File: src/fbp_pkg.sv
// package: register map, field positions, reset values and timing for the pointer bank
package fbp_pkg;
	// ----------------------------------------------------------------
	// register indices (byte address is four times the index)
	// ----------------------------------------------------------------
	localparam logic [7:0] TXQ_CMD_IDX  = 8'h80;	// transmit queue command
	localparam logic [7:0] RXQ_CMD_IDX  = 8'h82;	// receive queue command
	localparam logic [7:0] TXP_IDX      = 8'h84;	// tx_buffer_pointer
	localparam logic [7:0] RXP_IDX      = 8'h86;	// rx_buffer_pointer
	localparam logic [7:0] DUR_IDX      = 8'h8C;	// rx_duration_threshold
	localparam logic [7:0] IRQ_MASK_IDX = 8'h90;	// interrupt mask
	localparam logic [7:0] IRQ_STAT_IDX = 8'h92;	// irq_status_reg
	localparam logic [7:0] DATA_IDX     = 8'hC0;	// frame data port
	localparam int         ADDR_W       = 10;	// byte address width
	// ----------------------------------------------------------------
	// field positions
	// ----------------------------------------------------------------
	localparam int PTR_W        = 11;	// pointer field width, bits 10-0
	localparam int AUTO_BIT     = 14;	// auto-advance in both pointer regs
	localparam int WSAMPLE_BIT  = 12;	// write_sample_select
	localparam int BORDER_BIT   = 11;	// byte_order_select
	localparam int DUR_EN_BIT   = 7;	// duration enable in rx_queue_command
	localparam int DMA_BIT      = 3;	// DMA start in rx_queue_command
	localparam int ENQ_BIT      = 0;	// enqueue in transmit queue command
	localparam int RX_IRQ_BIT   = 13;	// receive interrupt in status and mask
	// ----------------------------------------------------------------
	// reset values and limits
	// ----------------------------------------------------------------
	localparam logic [15:0] REG_RESET   = 16'h0000;
	localparam logic [15:0] DUR_MAX     = 16'hCFFF;	// largest legal threshold
	localparam logic [15:0] RXQ_CMD_WR  = 16'h0088;	// writable bits of rx_queue_command
	localparam logic [15:0] IRQ_BITS    = 16'h2000;	// implemented status bits
	// ----------------------------------------------------------------
	// timing
	// ----------------------------------------------------------------
	localparam int CLK_PERIOD_PS = 5000;	// 200 MHz
	localparam int TICK_NS       = 1000;	// threshold unit, 1 us
	localparam int TICK_CYC      = (TICK_NS * 1000) / CLK_PERIOD_PS;
	localparam logic [7:0] TICK_LAST = 8'(TICK_CYC - 1);
endpackage

File: src/fbp_timer_if.sv
// interface: control and event signals between the bank and the duration timer
`timescale 1ns/1ps
interface fbp_timer_if;
	logic        enable;	// duration enable from rx_queue_command
	logic        queued;	// receive queue holds at least one frame
	logic [15:0] limit;	// rx_duration_limit in microseconds
	logic        expired;	// one-cycle event: time exceeded limit
	modport bank  (output enable, output queued, output limit, input expired);
	modport timer (input enable, input queued, input limit, output expired);
endinterface

File: src/fbp_duration_timer.sv
// module: microsecond duration timer for the receive queue
`timescale 1ns/1ps
module fbp_duration_timer
	import fbp_pkg::*;
(
	// clock and reset
	input  wire logic   clock,
	input  wire logic   arst_n,
	// bank side
	fbp_timer_if.timer  tif
);
	logic [7:0]  prescale;	// cycles within the current microsecond
	logic [15:0] elapsed;	// microseconds since first queued frame
	logic        fired;	// event already raised for this run
	logic        run;	// timing is active
	logic        tick;	// end of one microsecond
	logic        over;	// elapsed beyond threshold

	assign run  = tif.enable & tif.queued;
	assign tick = (prescale == TICK_LAST);
	assign over = (elapsed > tif.limit);

	// ----------------------------------------------------------------
	// counting; restarts whenever the queue empties or timing is off
	// ----------------------------------------------------------------
	always_ff @(posedge clock or negedge arst_n) begin
		if (!arst_n) begin
			prescale <= 8'h00;
			elapsed  <= 16'h0000;
		end else if (!run) begin
			prescale <= 8'h00;
			elapsed  <= 16'h0000;
		end else begin
			prescale <= tick ? 8'h00 : prescale + 8'h01;
			// saturate so a long stall cannot wrap back below the limit
			if (tick && elapsed != 16'hFFFF) begin
				elapsed <= elapsed + 16'h0001;
			end
		end
	end

	// ----------------------------------------------------------------
	// one event per run, raised once time passes the threshold
	// ----------------------------------------------------------------
	always_ff @(posedge clock or negedge arst_n) begin
		if (!arst_n) begin
			fired       <= 1'b0;
			tif.expired <= 1'b0;
		end else begin
			tif.expired <= run & over & ~fired;
			fired       <= run & (fired | over);
		end
	end
endmodule // fbp_duration_timer

File: src/fbp_pointer_regs.sv
// module: frame buffer pointer and duration threshold registers on Avalon-MM
//
// The Avalon-MM register port is this design's own decision.
`timescale 1ns/1ps
module fbp_pointer_regs
	import fbp_pkg::*;
(
	// clock and reset
	input  wire logic                 clock,
	input  wire logic                 arst_n,
	// avalon-mm slave
	input  wire logic [ADDR_W-1:0]    address,
	input  wire logic                 read,
	input  wire logic                 write,
	input  wire logic [3:0]           byteenable,
	input  wire logic [31:0]          writedata,
	output logic      [31:0]          readdata,
	output logic                      waitrequest,
	// frame buffer side
	input  wire logic [31:0]          frame_rd_data,
	input  wire logic [PTR_W-1:0]     tx_next_free,
	input  wire logic                 rx_frame_queued,
	input  wire logic                 endian_strap,
	output logic      [PTR_W-1:0]     tx_pointer_value,
	output logic      [PTR_W-1:0]     rx_pointer_value,
	output logic                      frame_wr_pulse,
	output logic      [31:0]          frame_wr_data,
	output logic      [3:0]           frame_wr_lanes,
	output logic                      write_sample_select,
	output logic                      big_endian,
	output logic                      dma_active,
	// interrupt
	output logic                      irq
);
	import fbp_pkg::*;

	// ----------------------------------------------------------------
	// decode helpers
	// ----------------------------------------------------------------
	// size of an access in bytes from its lanes; 0 for no lane
	function automatic logic [PTR_W-1:0] access_size(input logic [3:0] be);
		logic [2:0] n;
		n = 3'(be[0]) + 3'(be[1]) + 3'(be[2]) + 3'(be[3]);
		return PTR_W'(n);
	endfunction

	// merge the two low lanes of a write into a 16-bit register
	function automatic logic [15:0] merge16(input logic [15:0] old,
		input logic [31:0] wd, input logic [3:0] be);
		return {be[1] ? wd[15:8] : old[15:8], be[0] ? wd[7:0] : old[7:0]};
	endfunction

	// ----------------------------------------------------------------
	// state
	// ----------------------------------------------------------------
	logic             tx_auto;	// tx_pointer_auto_advance
	logic             rx_auto;	// rx_pointer_auto_advance
	logic             border;	// byte_order_select, never read back
	logic [15:0]      rx_duration_limit;	// threshold in microseconds
	logic [15:0]      rx_queue_command;	// duration enable and DMA start
	logic [15:0]      irq_status_reg;	// sticky events
	logic [15:0]      irq_mask;	// enables onto irq
	fbp_timer_if      tif ();	// link to the duration timer

	// ----------------------------------------------------------------
	// bus decode
	// ----------------------------------------------------------------
	wire logic [7:0]  idx       = address[ADDR_W-1:2];	// register index
	wire logic        accept    = (read | write) & ~waitrequest;	// completing edge
	wire logic        wr        = accept & write;
	wire logic        rd        = accept & read;
	wire logic        hit_txq   = (idx == TXQ_CMD_IDX);
	wire logic        hit_rxq   = (idx == RXQ_CMD_IDX);
	wire logic        hit_txp   = (idx == TXP_IDX);
	wire logic        hit_rxp   = (idx == RXP_IDX);
	wire logic        hit_dur   = (idx == DUR_IDX);
	wire logic        hit_mask  = (idx == IRQ_MASK_IDX);
	wire logic        hit_stat  = (idx == IRQ_STAT_IDX);
	wire logic        hit_data  = (idx == DATA_IDX);
	// while DMA runs only the command register and the data port stay open
	wire logic        dma_on    = rx_queue_command[DMA_BIT];
	wire logic        open_reg  = ~dma_on | hit_rxq | hit_data;
	wire logic        wr_ok     = wr & open_reg;
	wire logic        lo_lanes  = |byteenable[1:0];
	wire logic [PTR_W-1:0] step = access_size(byteenable);
	wire logic [15:0] dur_in    = merge16(rx_duration_limit, writedata, byteenable);
	wire logic [15:0] rxp_in    = merge16({1'b0, rx_auto, 1'b0, write_sample_select,
		border, rx_pointer_value}, writedata, byteenable);
	wire logic        enqueue   = wr_ok & hit_txq & byteenable[0] & writedata[ENQ_BIT];
	wire logic        data_wr   = wr_ok & hit_data;
	wire logic        data_rd   = rd & hit_data;

	// ----------------------------------------------------------------
	// read mux
	// ----------------------------------------------------------------
	logic [31:0] next_readdata;
	always_comb begin
		next_readdata = 32'h0000_0000;
		if (!open_reg) begin
			// blocked registers read as zero during DMA
			next_readdata = 32'h0000_0000;
		end else if (hit_txp) begin
			next_readdata[AUTO_BIT]    = tx_auto;
			next_readdata[PTR_W-1:0]   = tx_pointer_value;
		end else if (hit_rxp) begin
			// pointer field and byte order are write-only and read zero
			next_readdata[AUTO_BIT]    = rx_auto;
			next_readdata[WSAMPLE_BIT] = write_sample_select;
		end else if (hit_dur) begin
			next_readdata[15:0] = rx_duration_limit;
		end else if (hit_rxq) begin
			next_readdata[15:0] = rx_queue_command;
		end else if (hit_mask) begin
			next_readdata[15:0] = irq_mask;
		end else if (hit_stat) begin
			next_readdata[15:0] = irq_status_reg;	// reading never clears
		end else if (hit_data) begin
			next_readdata = frame_rd_data;
		end
	end

	// ----------------------------------------------------------------
	// avalon handshake: one wait state, data ready at the completing edge
	// ----------------------------------------------------------------
	always_ff @(posedge clock or negedge arst_n) begin
		if (!arst_n) begin
			waitrequest <= 1'b1;
			readdata    <= 32'h0000_0000;
		end else begin
			waitrequest <= ~((read | write) & waitrequest);
			readdata    <= next_readdata;
		end
	end

	// ----------------------------------------------------------------
	// tx pointer: reload on enqueue, else auto-advance on data writes
	// ----------------------------------------------------------------
	always_ff @(posedge clock or negedge arst_n) begin
		if (!arst_n) begin
			tx_pointer_value <= '0;
			tx_auto          <= 1'b0;
		end else begin
			if (enqueue) begin
				tx_pointer_value <= tx_next_free;
			end else if (data_wr && tx_auto) begin
				// 11-bit sum drops the carry, so the pointer wraps
				tx_pointer_value <= tx_pointer_value + step;
			end
			// with auto-advance clear the pointer simply holds
			if (wr_ok && hit_txp && byteenable[1]) begin
				tx_auto <= writedata[AUTO_BIT];
			end
		end
	end

	// ----------------------------------------------------------------
	// rx pointer register: host write, else auto-advance on data reads
	// ----------------------------------------------------------------
	always_ff @(posedge clock or negedge arst_n) begin
		if (!arst_n) begin
			rx_pointer_value    <= '0;
			rx_auto             <= 1'b0;
			write_sample_select <= 1'b0;
			border              <= 1'b0;
		end else if (wr_ok && hit_rxp) begin
			// software zeroes the pointer here before a DMA read
			rx_pointer_value    <= rxp_in[PTR_W-1:0];
			rx_auto             <= rxp_in[AUTO_BIT];
			write_sample_select <= rxp_in[WSAMPLE_BIT];
			border              <= rxp_in[BORDER_BIT];
		end else if (data_rd && rx_auto) begin
			rx_pointer_value <= rx_pointer_value + step;
		end
	end

	// ----------------------------------------------------------------
	// duration threshold, command, mask
	// ----------------------------------------------------------------
	always_ff @(posedge clock or negedge arst_n) begin
		if (!arst_n) begin
			rx_duration_limit <= REG_RESET;
			rx_queue_command  <= REG_RESET;
			irq_mask          <= REG_RESET;
		end else begin
			if (wr_ok && hit_dur && lo_lanes) begin
				// values above the maximum are not legal; clamp them
				rx_duration_limit <= (dur_in > DUR_MAX) ? DUR_MAX : dur_in;
			end
			if (wr_ok && hit_rxq && byteenable[0]) begin
				rx_queue_command <= {8'h00, writedata[7:0]} & RXQ_CMD_WR;
			end
			if (wr_ok && hit_mask && lo_lanes) begin
				irq_mask <= merge16(irq_mask, writedata, byteenable) & IRQ_BITS;
			end
		end
	end

	// ----------------------------------------------------------------
	// interrupt status: event set wins over a same-cycle write-one clear
	// ----------------------------------------------------------------
	wire logic [15:0] w1c = (wr_ok && hit_stat) ?
		merge16(16'h0000, writedata, byteenable) : 16'h0000;
	wire logic [15:0] ev  = {2'b00, tif.expired, 13'h0000};
	always_ff @(posedge clock or negedge arst_n) begin
		if (!arst_n) begin
			irq_status_reg <= REG_RESET;
			irq            <= 1'b0;
		end else begin
			irq_status_reg <= ((irq_status_reg & ~w1c) | ev) & IRQ_BITS;
			irq            <= |(irq_status_reg & irq_mask);
		end
	end

	// ----------------------------------------------------------------
	// frame side outputs, registered
	// ----------------------------------------------------------------
	always_ff @(posedge clock or negedge arst_n) begin
		if (!arst_n) begin
			frame_wr_pulse <= 1'b0;
			frame_wr_data  <= 32'h0000_0000;
			frame_wr_lanes <= 4'h0;
			big_endian     <= 1'b0;
			dma_active     <= 1'b0;
		end else begin
			frame_wr_pulse <= data_wr;
			if (data_wr) begin
				frame_wr_data  <= writedata;
				frame_wr_lanes <= byteenable;
			end
			// a strap pulled high forces big endian; low leaves the bit in charge
			big_endian <= endian_strap | border;
			dma_active <= dma_on;
		end
	end

	// ----------------------------------------------------------------
	// duration timer
	// ----------------------------------------------------------------
	assign tif.enable = rx_queue_command[DUR_EN_BIT];
	assign tif.queued = rx_frame_queued;
	assign tif.limit  = rx_duration_limit;

	fbp_duration_timer u_timer (
		.clock  (clock),
		.arst_n (arst_n),
		.tif    (tif.timer)
	);
endmodule // fbp_pointer_regs

File: config.mk
export PLATFORM = sky130hd
export DESIGN_NAME = fbp_pointer_regs
export DESIGN_NICKNAME = d
export VERILOG_FILES = /design/src/fbp_pkg.sv /design/src/fbp_timer_if.sv /design/src/fbp_duration_timer.sv /design/src/fbp_pointer_regs.sv
export SDC_FILE = /design/constraint.sdc
export NUM_CORES = 1
export LEC_CHECK = 0
export BUFFER_PORTS_ARGS = -buffer_cell sky130_fd_sc_hd__buf_2
export CORE_UTILIZATION = 27
export CTS_CLUSTER_SIZE = 30
export DETAILED_ROUTE_END_ITERATION = 6
export PLACE_DENSITY = 0.46
export SYNTH_ARGS = -nofsm -noshare
export SYNTH_HDL_FRONTEND = slang
export SYNTH_SLANG_ARGS = --single-unit
export TNS_END_PERCENT = 20
File: constraint.sdc
create_clock -name clock -period 3.05 [get_ports clock]
set_clock_uncertainty 0.2 [all_clocks]
set_input_delay 0.1525 -clock clock [delete_from_list [all_inputs] [get_ports clock]]
set_output_delay 0.1525 -clock clock [all_outputs]
set_load 0.03 [all_outputs]
==> impl_results.md <==
- Status: completed
- Post-Syn Instances: 649
- Max cap viols: 0
- Sequential fraction of the synthesis area: 52.09%
- Area occupied by multi-input gates: 3120 µm²
- Final Slew Violations: 0
- Die area: 26450 µm²
- Syn. warnings: 0
- Layout cell share with drive strength beyond 1: 31.76%
- CP Max Fanout: 5
- Reg2reg setup slack: 360 ps
- Unrepaired setup endpoints after global routing: false
- Design area: 9877 µm²
- CTS Root Cell: clkbuf_16
- Initial Util: 27.59%
- Die width: 162.6 µm
- Clk pin slew, worst setup/hold paths: 70 ps
- DR vias/cell: 4.629
- Antenna violations before repair: 0
- I/O Pins: 191
- Setup TNS: 0 ps
- Worst Path Arrival: 2790 ps
- Post-route ant nets: 0
- Die Ht: 162.6 µm
- Count leader, synth: dfrtp_1
- Post-detail-place hpwl: 15410 µm
- Maximum number of pins on one net before global-route repair: 88
- Seq. cell area: 3630 µm²
- Post-Route WL: 21090 µm
- Top cell type's share of synthesized area: 51.71%
- Clk_lat worst skew: 430 ps
- Post-synth ARST share: 100.0%
- CTS H-Tree Depth: 4
- Ant. Diodes: 0
- Placed Instance Area: 8449 µm²
- CTS Sinks: 145
- Leak: 4.976 nW
- Top cells by area, synth: dfrtp_1 (52%), mux2_2 (6.8%), ha_1 (4.7%), nor2_1 (3.5%), nand2_1 (2.7%)
- First-pass GRT wire length: 32620 µm
- WL per Instance: 16.42 µm
- Post-CTS Setup Bufs: 0
- HP Class: in -> reg
- Peak VDD IR: 244.2 µV
- Area Growth Syn to Fin: 41.75%
- GPL Wtd Cong: 0.7905
- Number of flops mapped to enable cells by yosys: 0
- WS Path Type: reg -> reg
- Largest registers: frame_wr_data: 32 flops, readdata: 32 flops
- Mean post-synth cell area: 10.74 µm²
- Post-synthesis cell type count: 56
- Power Dens Cells: 450.6 nW/µm²
- Core Area: 25250 µm²
- Total grt overflow: 0
- Startpoint Class: flip-flop
- Slew headroom: 40.80%
- CP endpoint kind: flip-flop
- Router iterations before antenna repair: 5
- Post-route minimum period: 2693 ps
- Fillers: 2525
- Port bufs: 188
- Vias in the first global route: 5828
- Worst Min Path Start: byteenable[1]
- Finished Core Util: 39.11%
- Syn Nets: 773
- Min-Delay Endpoint: rx_pointer_value[8]$_DFFE_PN0P_
- Row count: 58
- R2R depth: 7
- Worst-Margin Slew: 888.1 ps
- Top cell type by total area after synthesis: dfrtp_1
- Fmax: 371.3 MHz
- 1st-iter DRT viols: 320
- Most common library cells after synthesis: dfrtp_1 (144), nor2_1 (65), nand2_1 (51)
- CTS tree: built
- Cell area after synthesis: 6968 µm²
- Final setup viols: 0
- Post-layout nets: 1065
- Hold Vio Cnt, Final: 0
- WHS Path Cells: 4
- Clk buf depth: 2
- Final instance count without filler cells: 1284
- CTS buffer count: 17
- Top_reg_cell synth: dfrtp_1
- End of the worst register-to-register path: u_timer.elapsed[14]$_DFFE_PN0P_
- Number of synthesized register bits: 145
- Req. time, crit path: 3140 ps
- Tot GR Track Use: 16.19%
- Part of the cycle the worst path needs: 88.29%
- Crit Reg-Reg Startpoint: u_timer.prescale[0]$_DFF_PN0_
- DRC: 0
- DR vias: 5943
- Cells after DPL: 1168
## cells in the final DEF (no fill, tap or decap), types with 20 or more instances in the layout
cell type	count
buf_4	26
nand3_1	21
a21oi_1	30
mux2_2	42
nand2_1	51
buf_2	187
dfrtp_1	144
nor2_1	65
ha_1	26
inv_1	33
o21ai_0	20
dlygate4sd3_1	84
## worst max path at each step
stage / startpoint / to / slack, ps / cells past startpoint
final: u_timer.prescale[0]$_DFF_PN0_ / u_timer.elapsed[14]$_DFFE_PN0P_ / 360 / 7
after global routing: byteenable[2] / rx_pointer_value[6]$_DFFE_PN0P_ / 170 / 12
after CTS: u_timer.prescale[0]$_DFF_PN0_ / u_timer.elapsed[14]$_DFFE_PN0P_ / 360 / 7
after detailed placement: byteenable[0] / rx_pointer_value[10]$_DFFE_PN0P_ / 0.07 / 12
after global placement: byteenable[0] / rx_pointer_value[6]$_DFFE_PN0P_ / 30 / 12
after floorplan: byteenable[0] / rx_pointer_value[10]$_DFFE_PN0P_ / 190 / 10
## metal layers
metal,up-vias,GRT usage (%),wire [µm]
li1,2886,-,-
met1,2888,21.51,9830
met2,146,26.30,9983
met3,23,3.387,937
met4,0,5.098,335
met5,-,0,0
## per-stage QoR
| step | total power, mW | hold slack [ps] | setup slack [ps] |
|---|---|---|---|
| after detailed placement | 2.320 | 112.4 | 0.06972 |
| after CTS | 4.520 | 11.22 | 355.7 |
| final | 4.450 | 28.35 | 357.1 |
| after global placement | 2.320 | 118.6 | 30.44 |
| after global routing | 4.627 | 28.58 | 172.5 |
| after floorplan | 2.125 | -343.1 | 193.3 |
## worst max-delay path, cell delays in order (launching register included)
cell,delay (ps)
dfrtp_1,410
ha_1,260
nand2_1,100
or3_1,350
or4_1,660
or3_1,370
xor2_1,160
nor2_1,50
## power breakdown
part | internal (mW) | switching [mW] | total, mW
clock network | 1.10 | 0.984 | 2.09
logic | 0.185 | 0.210 | 0.395
registers | 1.95 | 0.0197 | 1.97
## cell families after synthesis
logic type                 Yosys count  share of synthesized area, %
and+or+nand+nor                    223                         16.45
DFF                                145                         52.09
AOI/OAI and AO/OA                  112                         10.86
buffers and inverters               59                         3.304
muxes                               46                         7.362
xor gates and xnor gates            35                         4.399
adders and majority gates           29                         5.531
## cell type report
type / count / area share, %
flip-flops and latches: 145 / 36.75
multi-input cells: 445 / 31.59
repair buffers: 299 / 20.28
clock buffers: 17 / 4.307
well taps: 330 / 4.180
clock inverters: 15 / 1.634
inverters: 33 / 1.254
## timing repair
| action | in CTS | in global routing |
|---|---|---|
| gates resized for setup | 0 | 0 |
| hold buffers | 84 | 0 |
| endpoints found under the hold margin | 203 | 0 |
(Power assumes the default switching activity.)
